### src/design/fll_regs.svh
`ifndef FLL_CTRL_REGS_SVH
`define FLL_CTRL_REGS_SVH
// Overview of operation
// - loop logic runs only while the run enable bit is set, held off otherwise
// - reference source field picks master, bit or frame clock as loop reference
// - selected reference is divided by 1, 2, 4 or 8; result at most 13.5MHz
// - multiplier is integer field plus fraction field whose top bit weighs one half
// - fraction applies only in fractional mode; integer mode ignores it
// - output clock is oscillator frequency divided by the output divider
// - oscillator frequency is divided reference times multiplier times feedback ratio
// - output divider code divides by code plus one, 4 to 64; codes 0 to 2 reserved
// - all frequency relations use the reference after the pre-divider
// - oscillator enable is for free running and is set before run enable
// - source code 00 master, 01 bit, 10 frame clock; 11 reserved
// - pre-divider codes 00, 01, 10, 11 divide by 1, 2, 4, 8

// ************************************************************
// register indices (byte address is four times the index)
// ************************************************************
`define FLL_IDX_CTRL1      10'h074
`define FLL_IDX_CTRL2      10'h075
`define FLL_IDX_CTRL3      10'h076
`define FLL_IDX_CTRL4      10'h077
`define FLL_IDX_CTRL5      10'h078
`define FLL_IDX_STATUS     10'h079

// ************************************************************
// field positions
// ************************************************************
`define FLL_RUN_BIT        0
`define FLL_OSC_BIT        1
`define FLL_FRAC_BIT       2
`define OUTPUT_DIVIDER_RNG     13:8
`define FLL_RATE_RNG       6:4
`define FEEDBACK_RATIO_RNG     2:0
`define FLL_MULT_INT_RNG   14:5
`define FLL_MULT_FRAC_RNG  15:0
`define LOOP_GAIN_RNG       3:0
`define FLL_REFDIV_RNG     4:3
`define FLL_REFSRC_RNG     1:0

// ************************************************************
// reset values and codes
// ************************************************************
`define FLL_RST_FRATIO     3'h7
`define FLL_RST_MULT_INT   10'h177
`define OUTPUT_DIVIDER_MIN     6'h03
`define LOOP_GAIN_MAX       4'h8
`define FLL_ERR_SHIFT      4
`define FLL_INC_RST        32'h6147_ae14
`define FLL_SRC_MASTER     2'h0
`define FLL_SRC_BIT        2'h1
`define FLL_SRC_FRAME      2'h2
`define FLL_SRC_RSVD       2'h3
`endif

### src/design/fll_pkg.sv
package fll_pkg;

  typedef struct packed {
    logic        fractional_mode_enable;
    logic        loop_oscillator_enable;
    logic        loop_run_enable;
    logic [5:0]  output_divider;
    logic [2:0]  internal_control_rate;
    logic [2:0]  feedback_ratio;
    logic [15:0] multiplier_fraction;
    logic [9:0]  multiplier_integer;
    logic [3:0]  loop_gain;
    logic [1:0]  reference_predivider;
    logic [1:0]  reference_source_select;
  } fll_cfg_t;

  typedef struct packed {
    logic src_reserved;
    logic outdiv_reserved;
    logic tracking;
    logic osc_running;
  } fll_status_t;

  typedef enum logic [1:0] {
    FLL_OFF,
    FLL_WAIT_REF,
    FLL_FREE,
    FLL_TRACK
  } fll_state_t;

endpackage

### src/design/fll_div.sv
`timescale 1ns/1ps
// ************************************************************
// tick divider: one pulse per limit+1 input ticks
// ************************************************************
module fll_div #(
  parameter int W = 6
) (
  input  wire logic         pclk,
  input  wire logic         presetn,
  input  wire logic         clr,
  input  wire logic         tick,
  input  wire logic [W-1:0] limit,
  output logic              pulse,
  output logic              level
);

  logic [W-1:0] cnt_q;
  logic [W-1:0] cnt_d;
  logic         wrap;

  // >= so a limit lowered mid-count wraps at once instead of running round
  assign wrap  = (cnt_q >= limit);
  assign cnt_d = wrap ? {W{1'b0}} : cnt_q + {{(W-1){1'b0}}, 1'b1};

  always_ff @(posedge pclk or negedge presetn) begin
    if (!presetn) begin
      cnt_q <= '0;
      pulse <= 1'b0;
      level <= 1'b0;
    end else if (clr) begin
      cnt_q <= '0;
      pulse <= 1'b0;
      level <= 1'b0;
    end else begin
      pulse <= tick & wrap;
      if (tick) begin
        cnt_q <= cnt_d;
        level <= (cnt_d <= (limit >> 1));
      end
    end
  end

endmodule

### src/design/fll_ctrl.sv
`timescale 1ns/1ps
`include "fll_regs.svh"
module fll_ctrl #(
  parameter int AW = 12
) (
  input  wire logic          pclk,
  input  wire logic          presetn,
  input  wire logic          psel,
  input  wire logic          penable,
  input  wire logic          pwrite,
  input  wire logic [AW-1:0] paddr,
  input  wire logic [31:0]   pwdata,
  output logic [31:0]        prdata,
  output logic               pready,
  output logic               pslverr,
  input  wire logic          master_clk_in,
  input  wire logic          bit_clk_in,
  input  wire logic          frame_clk_in,
  output logic               system_clock,
  output logic               loop_running
);

  // ************************************************************
  // functions
  // ************************************************************
  function automatic logic [2:0] fll_prediv_lim(input logic [1:0] code);
    fll_prediv_lim = 3'(({1'b0, 3'h1} << code) - 4'h1);
  endfunction

  function automatic logic [31:0] fll_target(input fll_pkg::fll_cfg_t c);
    logic [15:0] keff;
    logic [2:0]  sh;
    keff = c.fractional_mode_enable ? c.multiplier_fraction : 16'h0000;
    sh   = c.feedback_ratio[2] ? 3'h4 : {1'b0, c.feedback_ratio[1:0]};
    fll_target = {6'h00, c.multiplier_integer, keff} << sh;
  endfunction

  function automatic logic [16:0] fll_read(input logic [9:0] idx,
                                           input fll_pkg::fll_cfg_t c,
                                           input fll_pkg::fll_status_t s);
    unique case (idx)
      `FLL_IDX_CTRL1:
        fll_read = {1'b1, 13'h0000, c.fractional_mode_enable,
                    c.loop_oscillator_enable, c.loop_run_enable};
      `FLL_IDX_CTRL2:
        fll_read = {1'b1, 2'h0, c.output_divider, 1'b0, c.internal_control_rate,
                    1'b0, c.feedback_ratio};
      `FLL_IDX_CTRL3:
        fll_read = {1'b1, c.multiplier_fraction};
      `FLL_IDX_CTRL4:
        fll_read = {1'b1, 1'b0, c.multiplier_integer, 1'b0, c.loop_gain};
      `FLL_IDX_CTRL5:
        fll_read = {1'b1, 11'h000, c.reference_predivider, 1'b0,
                    c.reference_source_select};
      `FLL_IDX_STATUS:
        fll_read = {1'b1, 12'h000, s};
      default:
        fll_read = 17'h0_0000;
    endcase
  endfunction

  // ************************************************************
  // apb slave
  // ************************************************************
  fll_pkg::fll_cfg_t    cfg_q;
  fll_pkg::fll_status_t status_w;
  fll_pkg::fll_state_t  state_q;
  fll_pkg::fll_state_t  state_d;

  logic [9:0]  idx_w;
  logic        setup_w;
  logic [16:0] rd_w;
  logic        addr_ok_w;
  logic        wr_en_w;
  logic        wr_ctl1_w;
  logic        wr_ctl2_w;
  logic        wr_ctl3_w;
  logic        wr_ctl4_w;
  logic        wr_ctl5_w;

  assign idx_w     = paddr[11:2];
  assign setup_w   = psel & ~penable;
  assign rd_w      = fll_read(idx_w, cfg_q, status_w);
  // status is read-only, unaligned addresses are refused
  assign addr_ok_w = rd_w[16] & (paddr[1:0] == 2'h0) &
                     ~(pwrite & (idx_w == `FLL_IDX_STATUS));
  assign wr_en_w   = psel & penable & pwrite & pready & ~pslverr;
  assign wr_ctl1_w = wr_en_w & (idx_w == `FLL_IDX_CTRL1);
  assign wr_ctl2_w = wr_en_w & (idx_w == `FLL_IDX_CTRL2);
  assign wr_ctl3_w = wr_en_w & (idx_w == `FLL_IDX_CTRL3);
  assign wr_ctl4_w = wr_en_w & (idx_w == `FLL_IDX_CTRL4);
  assign wr_ctl5_w = wr_en_w & (idx_w == `FLL_IDX_CTRL5);

  // answer decided in setup so every access phase ends after one cycle
  always_ff @(posedge pclk or negedge presetn) begin
    if (!presetn) begin
      pready  <= 1'b0;
      pslverr <= 1'b0;
      prdata  <= 32'h0000_0000;
    end else begin
      pready  <= setup_w;
      pslverr <= setup_w & ~addr_ok_w;
      prdata  <= (setup_w & ~pwrite & addr_ok_w) ? {16'h0000, rd_w[15:0]} : 32'h0000_0000;
    end
  end

  always_ff @(posedge pclk or negedge presetn) begin
    if (!presetn) begin
      cfg_q                   <= '0;
      cfg_q.feedback_ratio    <= `FLL_RST_FRATIO;
      cfg_q.multiplier_integer <= `FLL_RST_MULT_INT;
    end else begin
      if (wr_ctl1_w) begin
        cfg_q.fractional_mode_enable <= pwdata[`FLL_FRAC_BIT];
        cfg_q.loop_oscillator_enable <= pwdata[`FLL_OSC_BIT];
        cfg_q.loop_run_enable        <= pwdata[`FLL_RUN_BIT];
      end
      if (wr_ctl2_w) begin
        cfg_q.output_divider        <= pwdata[`OUTPUT_DIVIDER_RNG];
        cfg_q.internal_control_rate <= pwdata[`FLL_RATE_RNG];
        cfg_q.feedback_ratio        <= pwdata[`FEEDBACK_RATIO_RNG];
      end
      if (wr_ctl3_w) begin
        cfg_q.multiplier_fraction <= pwdata[`FLL_MULT_FRAC_RNG];
      end
      if (wr_ctl4_w) begin
        cfg_q.multiplier_integer <= pwdata[`FLL_MULT_INT_RNG];
        cfg_q.loop_gain          <= pwdata[`LOOP_GAIN_RNG];
      end
      if (wr_ctl5_w) begin
        cfg_q.reference_predivider    <= pwdata[`FLL_REFDIV_RNG];
        cfg_q.reference_source_select <= pwdata[`FLL_REFSRC_RNG];
      end
    end
  end

  // ************************************************************
  // reference selection and pre-division
  // ************************************************************
  logic       run_w;
  logic       ref_sel_w;
  logic       ref_prev_q;
  logic       ref_edge_w;
  logic       fref_tick;
  logic [2:0] prediv_lim_w;

  assign run_w = cfg_q.loop_run_enable;
  // reserved source code leaves the loop without a reference
  assign ref_sel_w =
    (cfg_q.reference_source_select == `FLL_SRC_MASTER) ? master_clk_in :
    (cfg_q.reference_source_select == `FLL_SRC_BIT)    ? bit_clk_in :
    (cfg_q.reference_source_select == `FLL_SRC_FRAME)  ? frame_clk_in : 1'b0;
  assign ref_edge_w   = run_w & ref_sel_w & ~ref_prev_q;
  assign prediv_lim_w = fll_prediv_lim(cfg_q.reference_predivider);

  always_ff @(posedge pclk or negedge presetn) begin
    if (!presetn) begin
      ref_prev_q <= 1'b0;
    end else begin
      ref_prev_q <= ref_sel_w;
    end
  end

  // fref_tick is the divided reference that every loop relation uses
  fll_div #(.W(3)) u_prediv (
    .pclk    (pclk),
    .presetn (presetn),
    .clr     (~run_w),
    .tick    (ref_edge_w),
    .limit   (prediv_lim_w),
    .pulse   (fref_tick),
    .level   ()
  );

  // ************************************************************
  // sequencing
  // ************************************************************
  logic osc_on_w;

  assign osc_on_w = (state_q == fll_pkg::FLL_FREE) | (state_q == fll_pkg::FLL_TRACK);

  // with the oscillator enable set first the loop runs free until a reference arrives
  always_comb begin
    state_d = state_q;
    unique case (state_q)
      fll_pkg::FLL_OFF: begin
        if (run_w & cfg_q.loop_oscillator_enable) begin
          state_d = fll_pkg::FLL_FREE;
        end else if (run_w) begin
          state_d = fll_pkg::FLL_WAIT_REF;
        end
      end
      fll_pkg::FLL_WAIT_REF,
      fll_pkg::FLL_FREE: begin
        if (!run_w) begin
          state_d = fll_pkg::FLL_OFF;
        end else if (fref_tick) begin
          state_d = fll_pkg::FLL_TRACK;
        end
      end
      fll_pkg::FLL_TRACK: begin
        if (!run_w) begin
          state_d = fll_pkg::FLL_OFF;
        end
      end
    endcase
  end

  always_ff @(posedge pclk or negedge presetn) begin
    if (!presetn) begin
      state_q <= fll_pkg::FLL_OFF;
    end else begin
      state_q <= state_d;
    end
  end

  // ************************************************************
  // digital oscillator and frequency loop
  // ************************************************************
  logic [31:0]        acc_q;
  logic [31:0]        inc_q;
  logic [32:0]        nco_sum_w;
  logic               osc_tick_q;
  logic [15:0]        osc_cnt_q;
  logic [15:0]        osc_cnt_d;
  logic [31:0]        target_w;
  logic signed [32:0] err_w;
  logic [3:0]         gain_w;
  logic signed [41:0] delta_w;
  logic [31:0]        inc_d;

  assign nco_sum_w = {1'b0, acc_q} + {1'b0, inc_q};
  assign target_w  = fll_target(cfg_q);
  assign err_w     = $signed({1'b0, target_w}) - $signed({1'b0, osc_cnt_q, 16'h0000});
  assign gain_w    = (cfg_q.loop_gain > `LOOP_GAIN_MAX) ? `LOOP_GAIN_MAX : cfg_q.loop_gain;
  assign delta_w   = ($signed({{9{err_w[32]}}, err_w}) <<< gain_w) >>> `FLL_ERR_SHIFT;
  // the oscillator rate follows the error between target and counted cycles
  assign inc_d     = inc_q + delta_w[31:0];
  assign osc_cnt_d = fref_tick ? {15'h0000, osc_tick_q} :
                     (&osc_cnt_q) ? osc_cnt_q : osc_cnt_q + {15'h0000, osc_tick_q};

  always_ff @(posedge pclk or negedge presetn) begin
    if (!presetn) begin
      acc_q      <= 32'h0000_0000;
      inc_q      <= `FLL_INC_RST;
      osc_tick_q <= 1'b0;
      osc_cnt_q  <= 16'h0000;
    end else if (!osc_on_w) begin
      // off or waiting: loop state returns to its start point
      acc_q      <= 32'h0000_0000;
      inc_q      <= `FLL_INC_RST;
      osc_tick_q <= 1'b0;
      osc_cnt_q  <= 16'h0000;
    end else begin
      acc_q      <= nco_sum_w[31:0];
      osc_tick_q <= nco_sum_w[32];
      osc_cnt_q  <= osc_cnt_d;
      if ((state_q == fll_pkg::FLL_TRACK) && fref_tick) begin
        inc_q <= inc_d;
      end
    end
  end

  // ************************************************************
  // output divider
  // ************************************************************
  logic       outdiv_rsvd_w;
  logic [5:0] outdiv_eff_w;
  logic       sys_pulse_w;

  assign outdiv_rsvd_w = (cfg_q.output_divider < `OUTPUT_DIVIDER_MIN);
  // reserved codes fall back to the smallest legal divide
  assign outdiv_eff_w  = outdiv_rsvd_w ? `OUTPUT_DIVIDER_MIN : cfg_q.output_divider;

  fll_div #(.W(6)) u_outdiv (
    .pclk    (pclk),
    .presetn (presetn),
    .clr     (~osc_on_w),
    .tick    (osc_tick_q),
    .limit   (outdiv_eff_w),
    .pulse   (sys_pulse_w),
    .level   (system_clock)
  );

  assign status_w.src_reserved    = (cfg_q.reference_source_select == `FLL_SRC_RSVD);
  assign status_w.outdiv_reserved = outdiv_rsvd_w;
  assign status_w.tracking        = (state_q == fll_pkg::FLL_TRACK);
  assign status_w.osc_running     = osc_on_w;

  always_ff @(posedge pclk or negedge presetn) begin
    if (!presetn) begin
      loop_running <= 1'b0;
    end else begin
      loop_running <= osc_on_w;
    end
  end

  // ************************************************************
  // checks
  // ************************************************************
  logic [4:0] pre_cnt_q;
  logic       pre_ok_q;
  logic [6:0] out_cnt_q;
  logic       out_ok_q;

  always_ff @(posedge pclk or negedge presetn) begin
    if (!presetn) begin
      pre_cnt_q <= 5'h00;
      pre_ok_q  <= 1'b0;
      out_cnt_q <= 7'h00;
      out_ok_q  <= 1'b0;
    end else begin
      if (!run_w || wr_ctl5_w) begin
        pre_cnt_q <= 5'h00;
        pre_ok_q  <= 1'b0;
      end else if (fref_tick) begin
        pre_cnt_q <= {4'h0, ref_edge_w};
        pre_ok_q  <= 1'b1;
      end else begin
        pre_cnt_q <= pre_cnt_q + {4'h0, ref_edge_w};
      end
      if (!osc_on_w || wr_ctl2_w) begin
        out_cnt_q <= 7'h00;
        out_ok_q  <= 1'b0;
      end else if (sys_pulse_w) begin
        out_cnt_q <= {6'h00, osc_tick_q};
        out_ok_q  <= 1'b1;
      end else begin
        out_cnt_q <= out_cnt_q + {6'h00, osc_tick_q};
      end
    end
  end
endmodule

### config.mk
export PLATFORM = sky130hd
export DESIGN_NAME = fll_ctrl
export DESIGN_NICKNAME = d
export VERILOG_FILES = /design/src/design/fll_pkg.sv /design/src/design/fll_div.sv /design/src/design/fll_ctrl.sv
export VERILOG_INCLUDE_DIRS = /design/src /design/src/design
export SDC_FILE = /design/constraint.sdc
export NUM_CORES = 1
export LEC_CHECK = 0
export CAP_MARGIN = 30
export CORE_UTILIZATION = 40
export DETAILED_ROUTE_END_ITERATION = 7
export DONT_BUFFER_PORTS = 1
export MAX_ROUTING_LAYER = met4
export PLACE_DENSITY_LB_ADDON = 0.05
export RECOVER_POWER = 100
export SLEW_MARGIN = 10
export SYNTH_ARGS = -nofsm -noshare
export SYNTH_HDL_FRONTEND = slang
export SYNTH_SLANG_ARGS = --single-unit
### constraint.sdc
create_clock -name pclk -period 17.4 [get_ports pclk]
set_input_delay 3.48 -clock pclk [delete_from_list [all_inputs] [get_ports pclk]]
set_output_delay 3.48 -clock pclk [all_outputs]
set_load 0.02 [all_outputs]
---- Word level (Yosys, flattened, before mapping) ----
Cells that the tools add are included.
storage, ports and cells
  register bits after elaboration ......... 163
  input bits .............................. 52
  output and inout port bits .............. 36
  word-level logic and storage cells ...... 124
cells by class
  $add $sub $neg .......................... 7
  $lt $le $gt $ge ......................... 5
  equal/unequal tests ..................... 19
  shifts and indexed selects .............. 3
  multiplexer cells ....................... 31
  bitwise operators ....................... 27
  reduce and logical (&&, ||, !) cells .... 7
operator list
  kind                 number
  $pmux 17 s6          1
  $mux 32              3
  $mux 16              5
  $eq 10x7->1 const B  6
  $sshl 33x4->36       1
  $add 32x32->33       1
  $sub 32x32->33       1
  $add 32x32->32       1
  $shl 26x3->32        1
  $mux 6               4
  $and 1x1->1          20
  $add 16x1->16        1
  $reduce_and 16->1    1
  $mux 3               4
  $mux 2               5
  $eq 2x2->1 const B   4
  $mux 1               7
  $add 6x1->6 const B  1
  $ge 6x6->1           1
  $le 6x5->1           1
  $logic_not 2->1      3
  $lt 6x2->1 const B   1
  $ne 2x1->1 const B   3
  $ne 3x2->1 const B   2
  15 further kinds     21

---- Depth between registers and ports, before layout ----
  depth after elaboration ................. 8
  depth in mapped cells ................... 34
  depth with buffers taken out ............ 31

---- By module ----
A second synthesis with hierarchy kept.
second synthesis, totals
  cells, all modules ...................... 1535
  area total of the unflattened synthesis .. 13349.1 um^2
modules (own cells, without submodules)
  module              instances  cells an instance  area each (um^2)  sequential area each (um^2)
  fll_ctrl            1          1414               12182.9           3833.7
  fll_div (u_outdiv)  1          84                 788.3             200.2
  fll_div (u_prediv)  1          37                 377.9             125.1

---- Worst setup path after synthesis ----
Ideal clock, no wire load.
  path type ............................... reg-to-reg
  from .................................... register cfg_q[34] in the netlist's numbering
  to ...................................... register inc_q[31]
  setup time .............................. 0.079 ns
  arrival time ............................ 6.052 ns
  data required time ...................... 17.321 ns
  path slack .............................. 11.269 ns
  stages on the path, launching flop included .. 29
  path buffers ............................ 3
  clock period less this slack ............ 6.131 ns
  cells stage by stage .................... dfstp_2 -> buf_4 -> nor2b_1 -> clkbuf_1 -> buf_2 -> mux4_2 -> mux2_2 -> ha_1 -> o21a_1 -> o21a_1 -> o21ai_0 -> nor2b_1 -> o21ai_0 -> nand2_1 -> and3_1 -> mux4_2 -> and2_1 -> a211oi_1 -> a21oi_1 -> ha_1 -> nand2_1 -> o31ai_1 -> a31oi_4 -> o31a_1 -> a21bo_2 -> o21ai_1 -> nor2_1 -> mux2i_1 -> mux2i_1
between the ends
  word-level cells in the longest chain between the ends .. 7
ends and longest elaborated chain
  what                  line             source
  start, declared       fll_ctrl.sv:65   fll_pkg::fll_cfg_t cfg_q;
  $mux 3                fll_ctrl.sv:34   sh = c.feedback_ratio[2] ? 3'h4 : {1'b0, c.feedback_ratio[1:0]};
  $shl 26x3->32         fll_ctrl.sv:35   fll_target = {6'h00, c.multiplier_integer, keff} << sh;
  $sub 32x32->33        fll_ctrl.sv:234  assign err_w = $signed({1'b0, target_w}) - $signed({1'b0, osc_cnt_q, 16'h0000});
  $sshl 33x4->36        fll_ctrl.sv:236  assign delta_w = ($signed({{9{err_w[32]}}, err_w}) <<< gain_w) >>> `FLL_ERR_SHIFT;
  $add 32x32->32        fll_ctrl.sv:238  assign inc_d = inc_q + delta_w[31:0];
  $mux 32               fll_ctrl.sv:258  if ((state_q == fll_pkg::FLL_TRACK) && fref_tick) begin
  $mux 32               fll_ctrl.sv:248  end else if (!osc_on_w) begin
  end signal, assigned  fll_ctrl.sv:245  inc_q <= `FLL_INC_RST;
  end signal, assigned  fll_ctrl.sv:251  inc_q <= `FLL_INC_RST;
  end signal, assigned  fll_ctrl.sv:259  inc_q <= inc_d;
  end, declared         fll_ctrl.sv:221  logic [31:0] inc_q;
Every way passes these cells. The select of a mux whose other input is x is not followed.
A chain may end at the register's enable or synchronous reset.

---- Worst setup path in the final report ----
  from .................................... register cfg_q[36] in the netlist's numbering
  to ...................................... register inc_q[31]
Same word-level chain as after synthesis.

==> results.json <==
{
  "synth_area_leaders": "dfrtp_1 (27%), ha_1 (9.9%), mux2_2 (5.4%)",
  "core_sq_um": 31600,
  "cts_htree_levels": 4,
  "p_leak_nw": 6.17,
  "skew_ns": 0.00964,
  "synth_area_per_cell_sq_um": 8.47,
  "cts-resized-gates": 0,
  "yosysWarnings": 0,
  "fp.dieW_microns": 182,
  "fillers": 3160,
  "root_buffer": "clkbuf_16",
  "syn_inst": 1524,
  "status": "finished, violations left",
  "drc": 0,
  "ctsHoldBuffers": 0,
  "cp_max_fo": 55,
  "maxCapViolCount": 3,
  "worst_r2r_path_depth": 31,
  "hold_path.class": "flop to flop",
  "min_from": "inc_q[31]",
  "slowest_stage": "clkbuf_1",
  "fin_area_sq_um": 13700,
  "antenna_cells": 0,
  "period_share_pct": 52.3,
  "io-pin-count": 88,
  "io_buffer_count": 0,
  "crit_top_cell": "o21ai_0",
  "dieArea_sq_um": 33000,
  "multi_input_area_sq_um": 8280,
  "numCtsBuffers": 17,
  "r2r_slack_ns": 8.29,
  "synthToLayoutAreaGrowth_pct": 6.17,
  "grt_overflow": 0,
  "drt_iter0_drc": 550,
  "yosysSeqAreaShare_pct": 31.8,
  "row_count": 65,
  "power.total_mw": 0.782,
  "die_h_microns": 182,
  "clock.fmax_mhz": 110,
  "yosys.area.top_type_share_pct": 26.9,
  "slew_viol_final": 110,
  "syn_area_sq_um": 12900,
  "drtPass1Iterations": 7,
  "place_congestion": 0.849,
  "critical_path_required_ns": 17.78,
  "cp.arrival_ns": 9.49,
  "antenna_found_initial": 0,
  "power.density_nw_per_um2": 57.0,
  "synth_largest_area_cell": "dfrtp_1",
  "synth_common_cells": "nand2_1 (175), nor2_1 (166), dfrtp_1 (139), a21oi_1 (130), o21ai_0 (111)",
  "grt_pass1_wl_mm": 54.9,
  "clkTransAtPathRegs_ns": 0.07,
  "peakVddDrop_uv": 70.0,
  "via_per_inst": 5.48,
  "fin_nets": 1643,
  "clk-insertion-delay-late_ns": 0.46,
  "rsz0062_at_grt": "no",
  "final.min_clock_period_ns": 9.11,
  "ys_types": 72,
  "cts_buffer_depth": 2,
  "final-hold-violation-count": 0,
  "yosysMostFrequentCell": "nand2_1",
  "drive_gt1_share_pct": 9.61,
  "start_util_pct": 40.8,
  "worst_hold_slack_ns": 0.489,
  "synth_edf_count": 0,
  "post_cts_buffers": 0,
  "final_util_pct": 43.3,
  "slew_headroom_pct": -60.5,
  "synth_flop_cell": "dfrtp_1",
  "fin_setup_tns_ns": 0,
  "hold_end": "inc_q[31]",
  "rr_endpoint": "inc_q[31]",
  "totalWireLength_mm": 33.2,
  "start_kind": "flop",
  "hold_depth": 1,
  "setup_viol": 0,
  "worstSetupPathType": "flop to flop",
  "first_global_vias": 10200,
  "violations": "max-capacitance violations, max-slew violations",
  "r2r_start": "cfg_q[36]",
  "dp_hpwl_mm": 24.5,
  "clock-sinks": 163,
  "end_kind": "flop",
  "cts_tree": "built",
  "worstMarginPinSlew_ns": 2.41,
  "ys_async_sr_fraction_pct": 100,
  "grtUsageTotal_pct": 21.7,
  "wl_per_cell_microns": 17.5,
  "seqCellArea_sq_um": 4110,
  "place_area_sq_um": 13200,
  "ant_nets": 0,
  "max_stage_delay_ns": 1.48,
  "grt_max_degree": 164,
  "synth-seq-cells": 163,
  "vias": 10400
}
[per-layer routing]
layer / GRT usage (%) / wire length (microns) / share of wire [%]
met1: 29.2 / 16800 / 50
met2: 33.5 / 14900 / 45
met3: 3.67 / 996 / 3.0
met4: 6.47 / 558 / 1.7
met5: - / 0 / 0
[registers in the layout, summed over array words and instances (netlist names)]
register        cells
inc_q              32
cfg_q              48
osc_tick_q          1
run_w               1
osc_cnt_q          16
ref_prev_q          1
u_outdiv.level      1
state_q             2
pslverr             1
loop_running        1
u_prediv.cnt_q      3
acc_q              32
u_prediv.pulse      1
prdata             16
pready              1
u_outdiv.cnt_q      6
[how the worst max path moves through the flow]
stage               slack (ns)  startpoint         to  depth (start not counted)
floorplan                11.27   cfg_q[34]  inc_q[31]                         28
global placement         10.22   cfg_q[34]  inc_q[31]                         29
detailed placement       10.18   cfg_q[36]  inc_q[31]                         30
CTS                      10.14   cfg_q[36]  inc_q[31]                         30
global route              7.40   cfg_q[36]  inc_q[31]                         31
finish                    8.29   cfg_q[36]  inc_q[31]                         31
[cell type report]
cell class | instances | share of cell area (%)
multi-input combinational | 1243 | 60.4
sequential | 163 | 30.0
clock inverter | 13 | 0.931
timing repair buffer | 11 | 0.520
inverter | 50 | 1.37
clock buffer | 19 | 3.16
tap | 402 | 3.67
[critical path, delay by kind of cell (launching register included)]
family / cells / cell delay (ns)
AO/OA/AOI/OAI: 14 / 3.01
adder cells (fa/ha/maj): 3 / 1.03
AND/OR/NAND/NOR: 8 / 1.54
buffers and inverters: 3 / 2.03
multiplexers: 3 / 0.90
flip-flops: 1 / 0.52
[where the power goes]
group          internal, mW  switching, mW  leakage (nW)
Combinational        0.0102         0.0160          3.76
Clock                 0.199          0.174         0.264
Sequential            0.381        0.00131          2.16
[logic make-up (layout without fill, tap and decap cells)]
kind of cell | after synthesis | in the layout | share of synthesized area (%)
xor+xnor | 72 | 72 | 4.88
fa+ha+maj | 105 | 105 | 10.3
flops | 163 | 163 | 31.8
buf+inv | 135 | 93 | 4.48
simple gates | 502 | 502 | 17.5
mux | 125 | 125 | 10.8
other cells | 1 | 18 | 0.0290
compound gates | 421 | 421 | 20.2
[layout by cell type, fill, tap and decap left out, drive strengths merged, types with 5 or more instances in the layout]
master  count
a21o       41
nand2     175
a31oi      15
nor3b       5
conb       18
o31ai       5
nand3      23
or3         7
ha        102
and3        9
clkbuf     22
nor2b      22
o21bai      5
a211oi     21
or2         9
o21a       14
dfstp      24
o21ai     115
nor2      166
mux2i      58
a22oi      12
nand2b     22
nand4      11
mux2       62
dfrtp     139
xor2       27
xnor2      45
a21boi     18
a21oi     131
nor3       26
mux4        5
inv        54
buf         8
and2       14
o211ai     10
[metrics by stage]
stage / setup slack, ns / std cells
after global routing: 7.40 / 1901
after floorplan: 11.27 / 1541
after detailed placement: 10.18 / 1869
after CTS: 10.14 / 1901
final: 8.29 / 1901
after global placement: 10.22 / 1868
Note: power is estimated with default switching activity, not from simulation.
